<file path="src/hw/sbx_pkg.sv">
// Package: opcodes, load selects, reset values and states of the stack/branch unit
package sbx_pkg;
	// ==========================================================
	// Fixed opcodes and opcode patterns
	localparam logic [7:0] OP_EXIT = 8'hc9;
	localparam logic [7:0] OP_CALL = 8'hcd;
	localparam logic [7:0] OP_JMP_PAIR = 8'he9;
	localparam logic [7:0] OP_SWAP_TOP = 8'he3;
	localparam logic [7:0] OP_LD_STACK = 8'hf9;
	localparam logic [7:0] OP_IN = 8'hdb;
	localparam logic [7:0] OP_OUT = 8'hd3;
	localparam logic [7:0] OP_IRQ_EN = 8'hfb;
	localparam logic [7:0] OP_IRQ_MASK = 8'hf3;
	localparam logic [7:0] OP_HALT = 8'h76;
	localparam logic [7:0] OP_IDLE = 8'h00;
	localparam logic [7:0] OP_MUL_DEF = 8'hee;
	localparam logic [7:0] OP_DIV_DEF = 8'hfe;
	// Low three or four bits select the family of 11xxxyyy opcodes
	localparam logic [2:0] LOW_CRET = 3'h0;
	localparam logic [2:0] LOW_CCALL = 3'h4;
	localparam logic [2:0] LOW_RESTART = 3'h7;
	localparam logic [3:0] LOW_PUSH = 4'h5;
	localparam logic [3:0] LOW_POP = 4'h1;
	localparam logic [1:0] PAIR_PSW = 2'h3;
	// ==========================================================
	// Status byte layout
	localparam int FB_SIGN = 7;
	localparam int FB_ZERO = 6;
	localparam int FB_HALF = 4;
	localparam int FB_PAR = 2;
	localparam int FB_CARRY = 0;
	localparam logic [7:0] FB_FIXED = 8'h02;
	// ==========================================================
	// Load port selects and reset values
	localparam logic [3:0] SEL_A = 4'h0;
	localparam logic [3:0] SEL_B = 4'h1;
	localparam logic [3:0] SEL_C = 4'h2;
	localparam logic [3:0] SEL_D = 4'h3;
	localparam logic [3:0] SEL_E = 4'h4;
	localparam logic [3:0] SEL_H = 4'h5;
	localparam logic [3:0] SEL_L = 4'h6;
	localparam logic [3:0] SEL_FLAGS = 4'h7;
	localparam logic [3:0] SEL_SP = 4'h8;
	localparam logic [3:0] SEL_PC = 4'h9;
	localparam logic [7:0] RST_BYTE = 8'h00;
	localparam logic [15:0] RST_WORD = 16'h0000;
	localparam logic [15:0] STEP_TWO = 16'h0002;
	localparam logic [15:0] STEP_ONE = 16'h0001;
	// ==========================================================
	// Sequencer states, Gray from ST_POP_LO through ST_SWAP_HI
	typedef enum logic [3:0] {
		ST_IDLE = 4'h0,
		ST_PUSH_LO = 4'h1,
		ST_POP_LO = 4'h3,
		ST_POP_HI = 4'h2,
		ST_POP_END = 4'h6,
		ST_SWAP_HI = 4'h7,
		ST_IO_WAIT = 4'h5,
		ST_IO_CAP = 4'h4,
		ST_MULDIV = 4'hc,
		ST_DONE = 4'hd
	} sbx_state_e;
endpackage : sbx_pkg

</file>
<file path="src/hw/sbx_md_if.sv">
// Interface: handshake between sequencer and multiply/divide unit
`timescale 1ns/10ps
`default_nettype none
interface sbx_md_if;
	logic start;
	logic is_div;
	logic [7:0] acc;
	logic [7:0] breg;
	logic [7:0] creg;
	logic done;
	logic [7:0] res_hi;
	logic [7:0] res_lo;
	modport seq (output start, is_div, acc, breg, creg,
		input done, res_hi, res_lo);
	modport unit (input start, is_div, acc, breg, creg,
		output done, res_hi, res_lo);
endinterface : sbx_md_if
`default_nettype wire

</file>
<file path="src/hw/sbx_muldiv.sv">
// Multiply/divide unit: one-cycle registered result
`timescale 1ns/10ps
`default_nettype none
module sbx_muldiv (
	input wire logic clk,
	input wire logic rst,
	sbx_md_if.unit md
);
	logic [15:0] prod;
	logic [7:0] quot;
	logic [7:0] rem;
	logic div_zero;
	// ==========================================================
	// Arithmetic; a zero divisor gives all-ones and keeps dividend
	assign prod = {8'h00, md.acc} * {8'h00, md.breg};
	assign div_zero = (md.acc == 8'h00);
	assign quot = div_zero ? 8'hff : md.creg / md.acc;
	assign rem = div_zero ? md.creg : md.creg % md.acc;
	// Result: high byte is product high or remainder
	always_ff @(posedge clk) begin
		if (rst) begin
			md.done <= 1'b0;
			md.res_hi <= 8'h00;
			md.res_lo <= 8'h00;
		end else begin
			md.done <= md.start;
			if (md.start) begin
				md.res_hi <= md.is_div ? rem : prod[15:8];
				md.res_lo <= md.is_div ? quot : prod[7:0];
			end
		end
	end
endmodule : sbx_muldiv
`default_nettype wire

</file>
<file path="src/hw/sbx_exec.sv">
// Stack, branch, port and machine-control execution unit
`timescale 1ns/10ps
`default_nettype none
// Notes on behaviour
// - Condition field 000..111: nz, z, nc, c, po, pe, p, m.
// - Taken conditional call pushes return high then low, sp-2, jumps.
// - Return loads pc low from (sp), high from (sp+1), sp+2.
// - Conditional return acts only when condition holds.
// - Restart pushes like a call and jumps to eight times vector.
// - Jump via pair copies H and L into pc.
// - Push writes high at sp-1, low at sp-2, then sp-2.
// - Status push: accumulator at sp-1, flag byte S Z 0 AC 0 P 1 CY.
// - Pop loads low from (sp), high from (sp+1), sp+2.
// - Status pop restores flags from bits 0,2,4,6,7, then A, sp+2.
// - Stack-top swap exchanges L with (sp), H with (sp+1).
// - Load stack from pair copies H:L into sp.
// - Port input captures port byte into accumulator.
// - Port output drives accumulator onto the data bus.
// - Interrupt enable takes effect after the following instruction.
// - Interrupt mask disables interrupts at once.
// - Halt stops execution, all registers and flags kept.
// - Idle changes no register or flag.
// - Multiply A by B into B:C, carry gets product top bit.
// - Divide C by A: quotient to C, remainder B, carry lsb, ac 1.
// - These instructions leave flags alone unless stated.
module sbx_exec #(
	parameter logic [7:0] OP_MUL = sbx_pkg::OP_MUL_DEF,
	parameter logic [7:0] OP_DIV = sbx_pkg::OP_DIV_DEF
) (
	input wire logic clk,
	input wire logic rst,
	input wire logic start,
	input wire logic [7:0] opcode,
	input wire logic [7:0] imm_lo,
	input wire logic [7:0] imm_hi,
	input wire logic [15:0] next_pc,
	input wire logic ld_en,
	input wire logic [3:0] ld_sel,
	input wire logic [15:0] ld_data,
	input wire logic [7:0] mem_rdata,
	output logic [15:0] mem_addr,
	output logic [7:0] mem_wdata,
	output logic mem_wr,
	output logic mem_rd,
	output logic [7:0] io_port,
	output logic io_rd,
	output logic io_wr,
	input wire logic [7:0] data_in,
	output logic [7:0] data_out,
	output logic data_oe,
	output logic busy,
	output logic done,
	output logic halted,
	output logic irq_enabled,
	output logic [7:0] acc,
	output logic [7:0] reg_b,
	output logic [7:0] reg_c,
	output logic [7:0] reg_d,
	output logic [7:0] reg_e,
	output logic [7:0] reg_h,
	output logic [7:0] reg_l,
	output logic sign_flag,
	output logic zero_flag,
	output logic half_carry_flag,
	output logic parity_flag,
	output logic carry_flag,
	output logic [15:0] stack_pointer,
	output logic [15:0] program_counter
);
	sbx_pkg::sbx_state_e state_reg;
	logic [7:0] a_reg, b_reg, c_reg, d_reg, e_reg, h_reg, l_reg;
	logic s_reg, z_reg, ac_reg, p_reg, cy_reg;
	logic [15:0] sp_reg, pc_reg, tgt_reg, mem_addr_reg;
	logic [7:0] op_reg, tmp_lo_reg, wdata_reg, port_reg, dout_reg;
	logic mem_wr_reg, mem_rd_reg, io_rd_reg, io_wr_reg, oe_reg;
	logic busy_reg, done_reg, halt_reg, inte_reg, ei_pend_reg, md_start_reg;
	logic [15:0] seq_pc_reg;
	sbx_md_if md ();

	// ==========================================================
	// Decode of the accepted opcode
	wire accept = start && !busy_reg && !halt_reg;
	wire [2:0] ccc = opcode[5:3];
	wire [7:0] cond_vec = {s_reg, !s_reg, p_reg, !p_reg,
		cy_reg, !cy_reg, z_reg, !z_reg};
	wire cond_ok = cond_vec[ccc];
	wire top2 = (opcode[7:6] == 2'b11);
	wire is_ccall = top2 && (opcode[2:0] == sbx_pkg::LOW_CCALL);
	wire is_cret = top2 && (opcode[2:0] == sbx_pkg::LOW_CRET);
	wire is_rst = top2 && (opcode[2:0] == sbx_pkg::LOW_RESTART);
	wire is_push = top2 && (opcode[3:0] == sbx_pkg::LOW_PUSH);
	wire is_pop = top2 && (opcode[3:0] == sbx_pkg::LOW_POP);
	wire take_call = (is_ccall && cond_ok) || opcode == sbx_pkg::OP_CALL;
	wire take_ret = (is_cret && cond_ok) || opcode == sbx_pkg::OP_EXIT;
	wire is_md = (opcode == OP_MUL) || (opcode == OP_DIV);
	wire [15:0] rst_vec = {10'h000, ccc, 3'b000};
	// Status byte with the fixed bits forced
	wire [7:0] flag_byte = {s_reg, z_reg, 1'b0, ac_reg, 1'b0, p_reg,
		1'b1, cy_reg};
	// Pair chosen by bits 5:4; pair 3 is A with the status byte
	wire [1:0] rp = opcode[5:4];
	wire [7:0] pair_hi = (rp == 2'h0) ? b_reg : (rp == 2'h1) ? d_reg :
		(rp == 2'h2) ? h_reg : a_reg;
	wire [7:0] pair_lo = (rp == 2'h0) ? c_reg : (rp == 2'h1) ? e_reg :
		(rp == 2'h2) ? l_reg : flag_byte;
	wire op_pop = op_reg[7:6] == 2'b11 && op_reg[3:0] == sbx_pkg::LOW_POP;
	wire op_swap = op_reg == sbx_pkg::OP_SWAP_TOP;
	// 16-bit sums drop the carry so addresses wrap
	wire [15:0] sp_m1 = sp_reg - sbx_pkg::STEP_ONE;
	wire [15:0] sp_m2 = sp_reg - sbx_pkg::STEP_TWO;
	wire [15:0] sp_p1 = sp_reg + sbx_pkg::STEP_ONE;
	wire [15:0] sp_p2 = sp_reg + sbx_pkg::STEP_TWO;

	assign md.start = md_start_reg;
	assign md.is_div = (op_reg == OP_DIV);
	assign md.acc = a_reg;
	assign md.breg = b_reg;
	assign md.creg = c_reg;
	sbx_muldiv u_md (.clk(clk), .rst(rst), .md(md.unit));

	// ==========================================================
	// Sequencer; flags change only in pop-status, multiply, divide and flag loads
	always_ff @(posedge clk) begin
		if (rst) begin
			state_reg <= sbx_pkg::ST_IDLE;
			{a_reg, b_reg, c_reg, d_reg} <= {4{sbx_pkg::RST_BYTE}};
			{e_reg, h_reg, l_reg, op_reg} <= {4{sbx_pkg::RST_BYTE}};
			{tmp_lo_reg, wdata_reg} <= {2{sbx_pkg::RST_BYTE}};
			{port_reg, dout_reg} <= {2{sbx_pkg::RST_BYTE}};
			{s_reg, z_reg, ac_reg, p_reg, cy_reg} <= 5'h00;
			{sp_reg, pc_reg} <= {2{sbx_pkg::RST_WORD}};
			{tgt_reg, mem_addr_reg} <= {2{sbx_pkg::RST_WORD}};
			{mem_wr_reg, mem_rd_reg, io_rd_reg, io_wr_reg} <= 4'h0;
			{oe_reg, busy_reg, done_reg, halt_reg} <= 4'h0;
			{inte_reg, ei_pend_reg, md_start_reg} <= 3'h0;
		end else begin
			{mem_wr_reg, mem_rd_reg, io_rd_reg, io_wr_reg} <= 4'h0;
			{oe_reg, done_reg, md_start_reg} <= 3'h0;
			case (state_reg)
				sbx_pkg::ST_IDLE: begin
					if (ld_en && !busy_reg && !halt_reg && !start) begin
						case (ld_sel)
							sbx_pkg::SEL_A: a_reg <= ld_data[7:0];
							sbx_pkg::SEL_B: b_reg <= ld_data[7:0];
							sbx_pkg::SEL_C: c_reg <= ld_data[7:0];
							sbx_pkg::SEL_D: d_reg <= ld_data[7:0];
							sbx_pkg::SEL_E: e_reg <= ld_data[7:0];
							sbx_pkg::SEL_H: h_reg <= ld_data[7:0];
							sbx_pkg::SEL_L: l_reg <= ld_data[7:0];
							sbx_pkg::SEL_FLAGS: begin
								s_reg <= ld_data[sbx_pkg::FB_SIGN];
								z_reg <= ld_data[sbx_pkg::FB_ZERO];
								ac_reg <= ld_data[sbx_pkg::FB_HALF];
								p_reg <= ld_data[sbx_pkg::FB_PAR];
								cy_reg <= ld_data[sbx_pkg::FB_CARRY];
							end
							sbx_pkg::SEL_SP: sp_reg <= ld_data;
							sbx_pkg::SEL_PC: pc_reg <= ld_data;
							default: ;
						endcase
					end
					if (accept) begin
						busy_reg <= 1'b1;
						op_reg <= opcode;
						tgt_reg <= next_pc;
						state_reg <= sbx_pkg::ST_DONE;
						if (take_call || is_rst || is_push) begin
							// High byte first, one below the pointer
							mem_addr_reg <= sp_m1;
							// Low byte parked for the second write
							wdata_reg <= is_push ? pair_hi : next_pc[15:8];
							tmp_lo_reg <= is_push ? pair_lo : next_pc[7:0];
							mem_wr_reg <= 1'b1;
							state_reg <= sbx_pkg::ST_PUSH_LO;
							if (take_call)
								tgt_reg <= {imm_hi, imm_lo};
							if (is_rst)
								tgt_reg <= rst_vec;
						end else if (take_ret || is_pop ||
							opcode == sbx_pkg::OP_SWAP_TOP) begin
							mem_addr_reg <= sp_reg;
							mem_rd_reg <= 1'b1;
							state_reg <= sbx_pkg::ST_POP_LO;
						end else if (opcode == sbx_pkg::OP_JMP_PAIR) begin
							tgt_reg <= {h_reg, l_reg};
						end else if (opcode == sbx_pkg::OP_LD_STACK) begin
							sp_reg <= {h_reg, l_reg};
						end else if (opcode == sbx_pkg::OP_IN) begin
							port_reg <= imm_lo;
							io_rd_reg <= 1'b1;
							state_reg <= sbx_pkg::ST_IO_WAIT;
						end else if (opcode == sbx_pkg::OP_OUT) begin
							port_reg <= imm_lo;
							dout_reg <= a_reg;
							oe_reg <= 1'b1;
							io_wr_reg <= 1'b1;
							state_reg <= sbx_pkg::ST_IO_WAIT;
						end else if (is_md) begin
							md_start_reg <= 1'b1;
							state_reg <= sbx_pkg::ST_MULDIV;
						end
					end
				end
				sbx_pkg::ST_PUSH_LO: begin
					mem_addr_reg <= sp_m2;
					wdata_reg <= tmp_lo_reg;
					mem_wr_reg <= 1'b1;
					sp_reg <= sp_m2;
					state_reg <= sbx_pkg::ST_DONE;
				end
				sbx_pkg::ST_POP_LO: begin
					mem_addr_reg <= sp_p1;
					mem_rd_reg <= 1'b1;
					state_reg <= sbx_pkg::ST_POP_HI;
				end
				sbx_pkg::ST_POP_HI: begin
					tmp_lo_reg <= mem_rdata;
					state_reg <= sbx_pkg::ST_POP_END;
				end
				sbx_pkg::ST_POP_END: begin
					state_reg <= sbx_pkg::ST_DONE;
					if (op_swap) begin
						// Write L back first; H follows at sp+1
						mem_addr_reg <= sp_reg;
						wdata_reg <= l_reg;
						mem_wr_reg <= 1'b1;
						tgt_reg <= {mem_rdata, tmp_lo_reg};
						state_reg <= sbx_pkg::ST_SWAP_HI;
					end else if (op_pop) begin
						sp_reg <= sp_p2;
						case (op_reg[5:4])
							2'h0: {b_reg, c_reg} <= {mem_rdata, tmp_lo_reg};
							2'h1: {d_reg, e_reg} <= {mem_rdata, tmp_lo_reg};
							2'h2: {h_reg, l_reg} <= {mem_rdata, tmp_lo_reg};
							default: begin
								a_reg <= mem_rdata;
								s_reg <= tmp_lo_reg[sbx_pkg::FB_SIGN];
								z_reg <= tmp_lo_reg[sbx_pkg::FB_ZERO];
								ac_reg <= tmp_lo_reg[sbx_pkg::FB_HALF];
								p_reg <= tmp_lo_reg[sbx_pkg::FB_PAR];
								cy_reg <= tmp_lo_reg[sbx_pkg::FB_CARRY];
							end
						endcase
					end else begin
						tgt_reg <= {mem_rdata, tmp_lo_reg};
						sp_reg <= sp_p2;
					end
				end
				sbx_pkg::ST_SWAP_HI: begin
					// Pointer itself is left alone
					mem_addr_reg <= sp_p1;
					wdata_reg <= h_reg;
					mem_wr_reg <= 1'b1;
					{h_reg, l_reg} <= tgt_reg;
					tgt_reg <= seq_pc_reg;
					state_reg <= sbx_pkg::ST_DONE;
				end
				sbx_pkg::ST_IO_WAIT: begin
					state_reg <= (op_reg == sbx_pkg::OP_IN) ?
						sbx_pkg::ST_IO_CAP : sbx_pkg::ST_DONE;
				end
				sbx_pkg::ST_IO_CAP: begin
					a_reg <= data_in;
					state_reg <= sbx_pkg::ST_DONE;
				end
				sbx_pkg::ST_MULDIV: begin
					if (md.done) begin
						b_reg <= md.res_hi;
						c_reg <= md.res_lo;
						cy_reg <= md.is_div ? md.res_lo[0] : md.res_hi[7];
						if (md.is_div)
							ac_reg <= 1'b1;
						state_reg <= sbx_pkg::ST_DONE;
					end
				end
				sbx_pkg::ST_DONE: begin
					pc_reg <= tgt_reg;
					done_reg <= 1'b1;
					busy_reg <= 1'b0;
					state_reg <= sbx_pkg::ST_IDLE;
					// Enable is held back one instruction
					if (op_reg == sbx_pkg::OP_IRQ_EN) begin
						ei_pend_reg <= 1'b1;
					end else if (op_reg == sbx_pkg::OP_IRQ_MASK) begin
						inte_reg <= 1'b0;
						ei_pend_reg <= 1'b0;
					end else if (ei_pend_reg) begin
						inte_reg <= 1'b1;
						ei_pend_reg <= 1'b0;
					end
					if (op_reg == sbx_pkg::OP_HALT)
						halt_reg <= 1'b1;
				end
				default: state_reg <= sbx_pkg::ST_IDLE;
			endcase
		end
	end

	// Swap reuses the target register, so keep the sequential address
	always_ff @(posedge clk) begin
		if (rst)
			seq_pc_reg <= sbx_pkg::RST_WORD;
		else if (accept)
			seq_pc_reg <= next_pc;
	end

	// ==========================================================
	// Outputs straight from flops
	assign {mem_addr, mem_wdata, mem_wr, mem_rd} =
		{mem_addr_reg, wdata_reg, mem_wr_reg, mem_rd_reg};
	assign {io_port, io_rd, io_wr, data_out, data_oe} =
		{port_reg, io_rd_reg, io_wr_reg, dout_reg, oe_reg};
	assign {busy, done, halted, irq_enabled} =
		{busy_reg, done_reg, halt_reg, inte_reg};
	assign {acc, reg_b, reg_c, reg_d} = {a_reg, b_reg, c_reg, d_reg};
	assign {reg_e, reg_h, reg_l} = {e_reg, h_reg, l_reg};
	assign {sign_flag, zero_flag, half_carry_flag} = {s_reg, z_reg, ac_reg};
	assign {parity_flag, carry_flag} = {p_reg, cy_reg};
	assign {stack_pointer, program_counter} = {sp_reg, pc_reg};
endmodule : sbx_exec
`default_nettype wire

</file>
<file path="config.mk">
export PLATFORM = sky130hd
export DESIGN_NAME = sbx_exec
export DESIGN_NICKNAME = d
export VERILOG_FILES = /design/src/hw/sbx_pkg.sv /design/src/hw/sbx_md_if.sv /design/src/hw/sbx_muldiv.sv /design/src/hw/sbx_exec.sv
export SDC_FILE = /design/constraint.sdc
export NUM_CORES = 1
export LEC_CHECK = 0
export ABC_AREA = 1
export BUFFER_PORTS_ARGS = -buffer_cell sky130_fd_sc_hd__buf_2
export CAP_MARGIN = 20
export CORE_MARGIN = 2
export CORE_UTILIZATION = 30
export CTS_BUF_LIST = sky130_fd_sc_hd__clkbuf_4 sky130_fd_sc_hd__clkbuf_8
export DETAILED_ROUTE_END_ITERATION = 8
export PLACE_DENSITY_LB_ADDON = 0.25
export REMOVE_ABC_BUFFERS = 1
export SYNTH_ARGS = -nofsm -noshare
export SYNTH_HDL_FRONTEND = slang
export SYNTH_HIERARCHICAL = 1
export SYNTH_SLANG_ARGS = --single-unit
</file>
<file path="constraint.sdc">
create_clock -name clk -period 10.25 [get_ports clk]
set_input_delay 0.5125 -clock clk [delete_from_list [all_inputs] [get_ports clk]]
set_output_delay 0.5125 -clock clk [all_outputs]
set_load 0.03 [all_outputs]
</file>
==> results of run 1 <==
## how the worst max path moves through the flow
stage                                      to  slack, ns  depth (start not counted)
3_3_place_gp   u_md/md.res_hi[7]$_SDFFE_PP0P_       0.73                         67
2_1_floorplan  u_md/md.res_hi[6]$_SDFFE_PP0P_       0.99                         68
3_5_place_dp   u_md/md.res_hi[6]$_SDFFE_PP0P_       0.43                         66
4_1_cts        u_md/md.res_hi[6]$_SDFFE_PP0P_       0.35                         66
6_report       u_md/md.res_lo[0]$_SDFFE_PP0P_       0.67                         69
5_1_grt        u_md/md.res_hi[6]$_SDFFE_PP0P_      -0.04                         73
## cell usage after synthesis, drive strengths merged
cell type and n:
nand2 638, o21ai 336, inv 314, nor2 218, dfxtp 212, a21oi 190
nand3 101, clkbuf 87, ha 78, a31oi 58, buf 47, nor3 46
a41oi 39, fa 37, nand4 29, xor2 27, o211ai 22, a211oi 19
or2 11, o221ai 10, o22ai 10, mux2i 8, nor4 8, a221oi 7
clkinv 7, a21o 5, o21bai 5, xnor2 4, and2 3, mux2 3
o31ai 3, a311oi 2, o2111ai 2, or3 2, a21boi 1, nand3b 1
## worst max-delay path: cells and delay by family (launching register included)
family          cells  cell delay (ns)
compound gates     10             1.40
xor+xnor            1             0.18
fa+ha+maj           8             2.41
buf+inv            13             0.98
flops               1             0.35
simple gates       37             4.18
## cell families after synthesis
kind of cell / count (synthesis) / synth area share
and+or+nand+nor: 1057 / 0.275
DFF: 212 / 0.251
buffers and inverters: 455 / 0.110
muxes: 11 / 0.00675
AOI/OAI and AO/OA: 709 / 0.239
xor gates and xnor gates: 31 / 0.0161
adders and majority gates: 115 / 0.102
## final cells by class
type | instances | area (µm²)
Tap cell | 748 | 936
Antenna cell | 2 | 5.00
Sequential cell | 212 | 4250
Clock inverter | 6 | 109
Multi-Input combinational cell | 1923 | 10800
Clock buffer | 68 | 842
Fill cell | 6123 | 35800
Timing Repair Buffer | 252 | 1350
Inverter | 321 | 1240
## stage by stage
stage	cell area [µm²]	setup TNS, ns	utilization
after floorplan	16200	0	-
after global placement	18500	0	0.333
after detailed placement	18500	0	0.333
after CTS	19400	0	0.350
after global routing	19600	-0.0759	0.353
final	19600	0	0.353
## layer usage
| layer | vias up | wire length (µm) | GRT usage |
|---|---|---|---|
| met5 | - | 57 | 0 |
| met4 | 8 | 2910 | 0.0956 |
| met3 | 167 | 6110 | 0.0425 |
| met2 | 861 | 32600 | 0.384 |
| met1 | 9003 | 34600 | 0.363 |
| li1 | 9013 | - | - |
## repair_timing
action	4_1_cts	5_1_grt
buffers inserted	0	8
resized for setup	0	20
setup endpoints to repair	0	9
==> impl_metrics.env, run 1 <==
export IMPL_status="finished, final reports clean"
export IMPL_final_common_cell="nand2_1"
export IMPL_reg2reg_setup_slack_ns=0.67
export IMPL_dp_cells=3447
export IMPL_period_share=0.935
export IMPL_cp_end_kind="flip-flop"
export IMPL_cts_tree="done"
export IMPL_initial_utilization=0.305
export IMPL_drc=0
export IMPL_period_needed_ns=9.58
export IMPL_worst_slew_pin_slew_ns=1.04
export IMPL_crit_top_cell="nand2_1"
export IMPL_vias=19100
export IMPL_firstDrtPassIters=6
export IMPL_htree_num_levels=2
export IMPL_grt_max_degree=89
export IMPL_setup_viol=0
export IMPL_clkLatencyLatePin_ns=0.63
export IMPL_io_buffers=221
export IMPL_cts_sink_count=212
export IMPL_slowest_stage="dfxtp_2"
export IMPL_rr_endpoint="u_md/md.res_lo[0]$_SDFFE_PP0P_"
export IMPL_rows=86
export IMPL_final_cell_mix="nand2_1 (617), o21ai_0 (300), inv_1 (282)"
export IMPL_die_h_um=241
export IMPL_cts_buffer_depth=3
export IMPL_grt_use_total=0.255
export IMPL_cpPeakStageDelay_ns=0.35
export IMPL_drive_gt1_frac=0.163
export IMPL_maxCapViolCount=0
export IMPL_synth_top_cell_area_share=0.251
export IMPL_hold_viol=0
export IMPL_hold_ws_ns=0.159
export IMPL_final_cells=3532
export IMPL_synth_area_leaders="dfxtp_1 (25%), nand2_1 (14%), o21ai_0 (9.0%)"
export IMPL_hold_start="opcode[7]"
export IMPL_hold_path_class="in2reg"
export IMPL_max_slew_margin=0.303
export IMPL_skew_ns=0.0315
export IMPL_setup_ws_ns=0.671
export IMPL_die_area_um2=58200
export IMPL_area_growth_pct=15.9
export IMPL_ys_types=60
export IMPL_grt_antenna_before_repair=6
export IMPL_drtIter0Drc=1966
export IMPL_clk_pin_slew_ns=0.06
export IMPL_cts_hold_buf=0
export IMPL_timing_fmax_mhz=104
export IMPL_wl_per_cell_um=21.6
export IMPL_gp_congestion=0.936
export IMPL_hpwl_um=57200
export IMPL_drt_wl_total_um=76300
export IMPL_grt_pass1_wl_um=112000
export IMPL_r2r_start="acc[0]$_SDFFE_PP0P_"
export IMPL_worstSetupPathType="reg2reg"
export IMPL_arrival_ns=10.12
export IMPL_critPathRequiredTime_ns=10.79
export IMPL_ios=222
export IMPL_final_antenna_net_count=0
export IMPL_routed_via_density=5.39
export IMPL_cts_buffers=43
export IMPL_worstPathMaxFanout=7
export IMPL_drv_slew=0
export IMPL_critPathLaunch="acc[0]$_SDFFE_PP0P_"
export IMPL_grt_pass1_vias=17700
export IMPL_yosysSeqAreaShare=0.251
export IMPL_grt_overflow_total=0
export IMPL_min_path_cells=3
export IMPL_dpl_worst_slack_ns=0.431
export IMPL_layout_nets=2948
export IMPL_core_area_um2=55400
export IMPL_min_to="op_reg[7]$_SDFFE_PP0P_"
export IMPL_yosysWarningCount=6
export IMPL_cts_root_buf="clkbuf_8"
export IMPL_fp_dieW_um=241
export IMPL_synth_area_per_cell_um2=6.52
export IMPL_synthCells=2590
export IMPL_start_kind="flip-flop"
export IMPL_ys_ff_latch=212
export IMPL_netlist_area_um2=16900
export IMPL_r2r_cells=69
export IMPL_synth_top_area_cell="dfxtp_1"
Power of run 1 is left out: the tool's default activity adds up to more than one toggle a clock period on the data nets, which glitch-free logic cannot reach.
==> run 2, diff against run 1 <==
CAP_MARGIN = not set   (was 20)
SYNTH_HIERARCHICAL = not set   (was 1)
==> impl_metrics.env, run 2 <==
export IMPL_final_common_cell="nand2_1"
export IMPL_worstSetupPathType="reg2reg"
export IMPL_initial_utilization=0.302
export IMPL_final_antenna_net_count=0
export IMPL_arrival_ns=9.84
export IMPL_die_h_um=239
export IMPL_hpwl_um=57300
export IMPL_drc=0
export IMPL_period_needed_ns=9.29
export IMPL_status="finished, final reports clean"
export IMPL_grt_overflow_total=0
export IMPL_core_area_um2=54900
export IMPL_dpl_worst_slack_ns=0.229
export IMPL_regArea_um2=4240
export IMPL_maxCapViolCount=0
export IMPL_synth_async_sr_flop_share=0
export IMPL_hold_viol=0
export IMPL_synth_common_cells="nand2_1 (570), inv_1 (311), o21ai_0 (298)"
export IMPL_synth_compound_area_frac=0.252
export IMPL_grt_antenna_before_repair=6
export IMPL_grt_use_total=0.255
export IMPL_cts_resized=0
export IMPL_layout_nets=2879
export IMPL_drt_wl_total_um=74800
export IMPL_worst_slew_pin_slew_ns=1.03
export IMPL_crit_top_cell="nand2_1"
export IMPL_final_cell_mix="nand2_1 (568), inv_1 (307), o21ai_0 (289)"
export IMPL_yosysSeqAreaShare=0.256
export IMPL_critPathRequiredTime_ns=10.80
export IMPL_routed_via_density=5.50
export IMPL_htree_num_levels=2
export IMPL_clk_pin_slew_ns=0.06
export IMPL_io_buffers=221
export IMPL_wl_per_cell_um=21.9
export IMPL_fp_dieW_um=239
export IMPL_timing_fmax_mhz=108
export IMPL_drive_gt1_frac=0.149
export IMPL_grt_max_degree=94
export IMPL_clkLatencyLatePin_ns=0.65
export IMPL_drv_slew=0
export IMPL_gp_congestion=0.930
export IMPL_rows=86
export IMPL_ys_types=61
export IMPL_setup_ws_ns=0.956
export IMPL_synth_area_per_cell_um2=6.56
export IMPL_setup_viol=0
export IMPL_multi_input_area_um2=10500
export IMPL_synth_adder_area_share=0.104
export IMPL_cts_hold_buf=0
export IMPL_synth_most_common_cell="nand2_1"
export IMPL_cts_tree="done"
export IMPL_slowest_stage="ha_2"
export IMPL_grt_pass1_wl_um=111000
export IMPL_fin_util=0.349
export IMPL_die_area_um2=57100
export IMPL_drtIter0Drc=1793
export IMPL_vias=18800
export IMPL_synth_xor_area_frac=0.0222
export IMPL_synth_top_cell_area_share=0.256
export IMPL_netlist_area_um2=16600
export IMPL_synth_edff_count=0
export IMPL_synth_top_area_cell="dfxtp_1"
export IMPL_cp_end_kind="flip-flop"
export IMPL_cpPeakStageDelay_ns=0.41
export IMPL_ios=222
export IMPL_post_cts_buffers=0
export IMPL_cts_sink_count=212
export IMPL_synthMuxAreaShare=0
export IMPL_period_share=0.907
export IMPL_cts_buffers=42
export IMPL_firstDrtPassIters=6
export IMPL_fillers=6073
export IMPL_cts_root_buf="clkbuf_8"
export IMPL_max_slew_margin=0.313
export IMPL_skew_ns=0.0384
export IMPL_worstPathMaxFanout=8
export IMPL_synthCells=2528
export IMPL_grt_pass1_vias=17700
export IMPL_area_growth_pct=15.7
export IMPL_synth_top_family_by_area="compound AO/OA/AOI/OAI gates"
export IMPL_hold_path_class="in2reg"
export IMPL_synth_ff_type="dfxtp_1"
export IMPL_ys_ff_latch=212
export IMPL_synth_area_leaders="dfxtp_1 (26%), nand2_1 (13%), o21ai_0 (9.0%)"
export IMPL_start_kind="flip-flop"
export IMPL_synth_simple_area_share=0.250
export IMPL_cts_buffer_depth=3
export IMPL_yosysWarningCount=0
-- run 2: final timing paths --
check                             start                        endpoint  slack (ns)  depth (start not counted)
min                           opcode[7]          op_reg[7]$_SDFFE_PP0P_        0.14                          3
max reg2reg         acc[0]$_SDFFE_PP0P_  u_md.md.res_hi[7]$_SDFFE_PP0P_        0.96                         67
max                 acc[0]$_SDFFE_PP0P_  u_md.md.res_hi[7]$_SDFFE_PP0P_        0.96                         67
min reg2reg  seq_pc_reg[0]$_SDFFE_PP0P_      seq_pc_reg[0]$_SDFFE_PP0P_        0.45                          2
-- run 2: metrics by stage --
| stage | hold WS, ns | cell area, µm² | setup TNS, ns | std cells |
|---|---|---|---|---|
| 6_report | 0.140 | 19200 | 0 | 3420 |
| 5_1_grt | 0.141 | 19200 | -0.0640 | 3420 |
| 4_1_cts | 0.107 | 19100 | 0 | 3419 |
| 3_5_place_dp | 0.440 | 18100 | 0 | 3344 |
| 3_3_place_gp | 0.435 | 18100 | 0 | 3344 |
| 2_1_floorplan | 0.427 | 15900 | 0 | 2394 |
-- run 2: cell families (layout without fill, tap and decap cells) --
| group | after synthesis | after routing |
|---|---|---|
| compound gates | 716 | 716 |
| xor+xnor | 42 | 42 |
| fa+ha+maj | 115 | 115 |
| buf+inv | 468 | 655 |
| flops | 212 | 212 |
| other cells | 0 | 1 |
| simple gates | 975 | 975 |
-- run 2: cell type report --
| cell class | instances | area share |
|---|---|---|
| sequential | 212 | 0.221 |
| antenna | 1 | 0.000131 |
| tap | 704 | 0.0460 |
| inverter | 334 | 0.0663 |
| timing repair buffer | 246 | 0.0675 |
| clock buffer | 62 | 0.0416 |
| clock inverter | 13 | 0.00881 |
| multi-input combinational | 1848 | 0.548 |
-- run 2: worst max-delay path: cells and delay by family, from the launching register on --
kind                     cells  cell delay [ns]
buffers and inverters       10             0.79
AND/OR/NAND/NOR             36             3.49
AO/OA/AOI/OAI               12             1.74
flip-flops                   1             0.32
adder cells (fa/ha/maj)      8             2.66
XOR/XNOR                     1             0.17
-- run 2: metal layers --
metal  up-vias  part of all wire  global-route usage
met5         -           0.00091                   0
met4        10             0.038               0.107
met3       156             0.080              0.0413
met2       811              0.44               0.392
met1      8986              0.44               0.353
li1       8837                 -                   -
Power of run 2 is left out for the same reason.
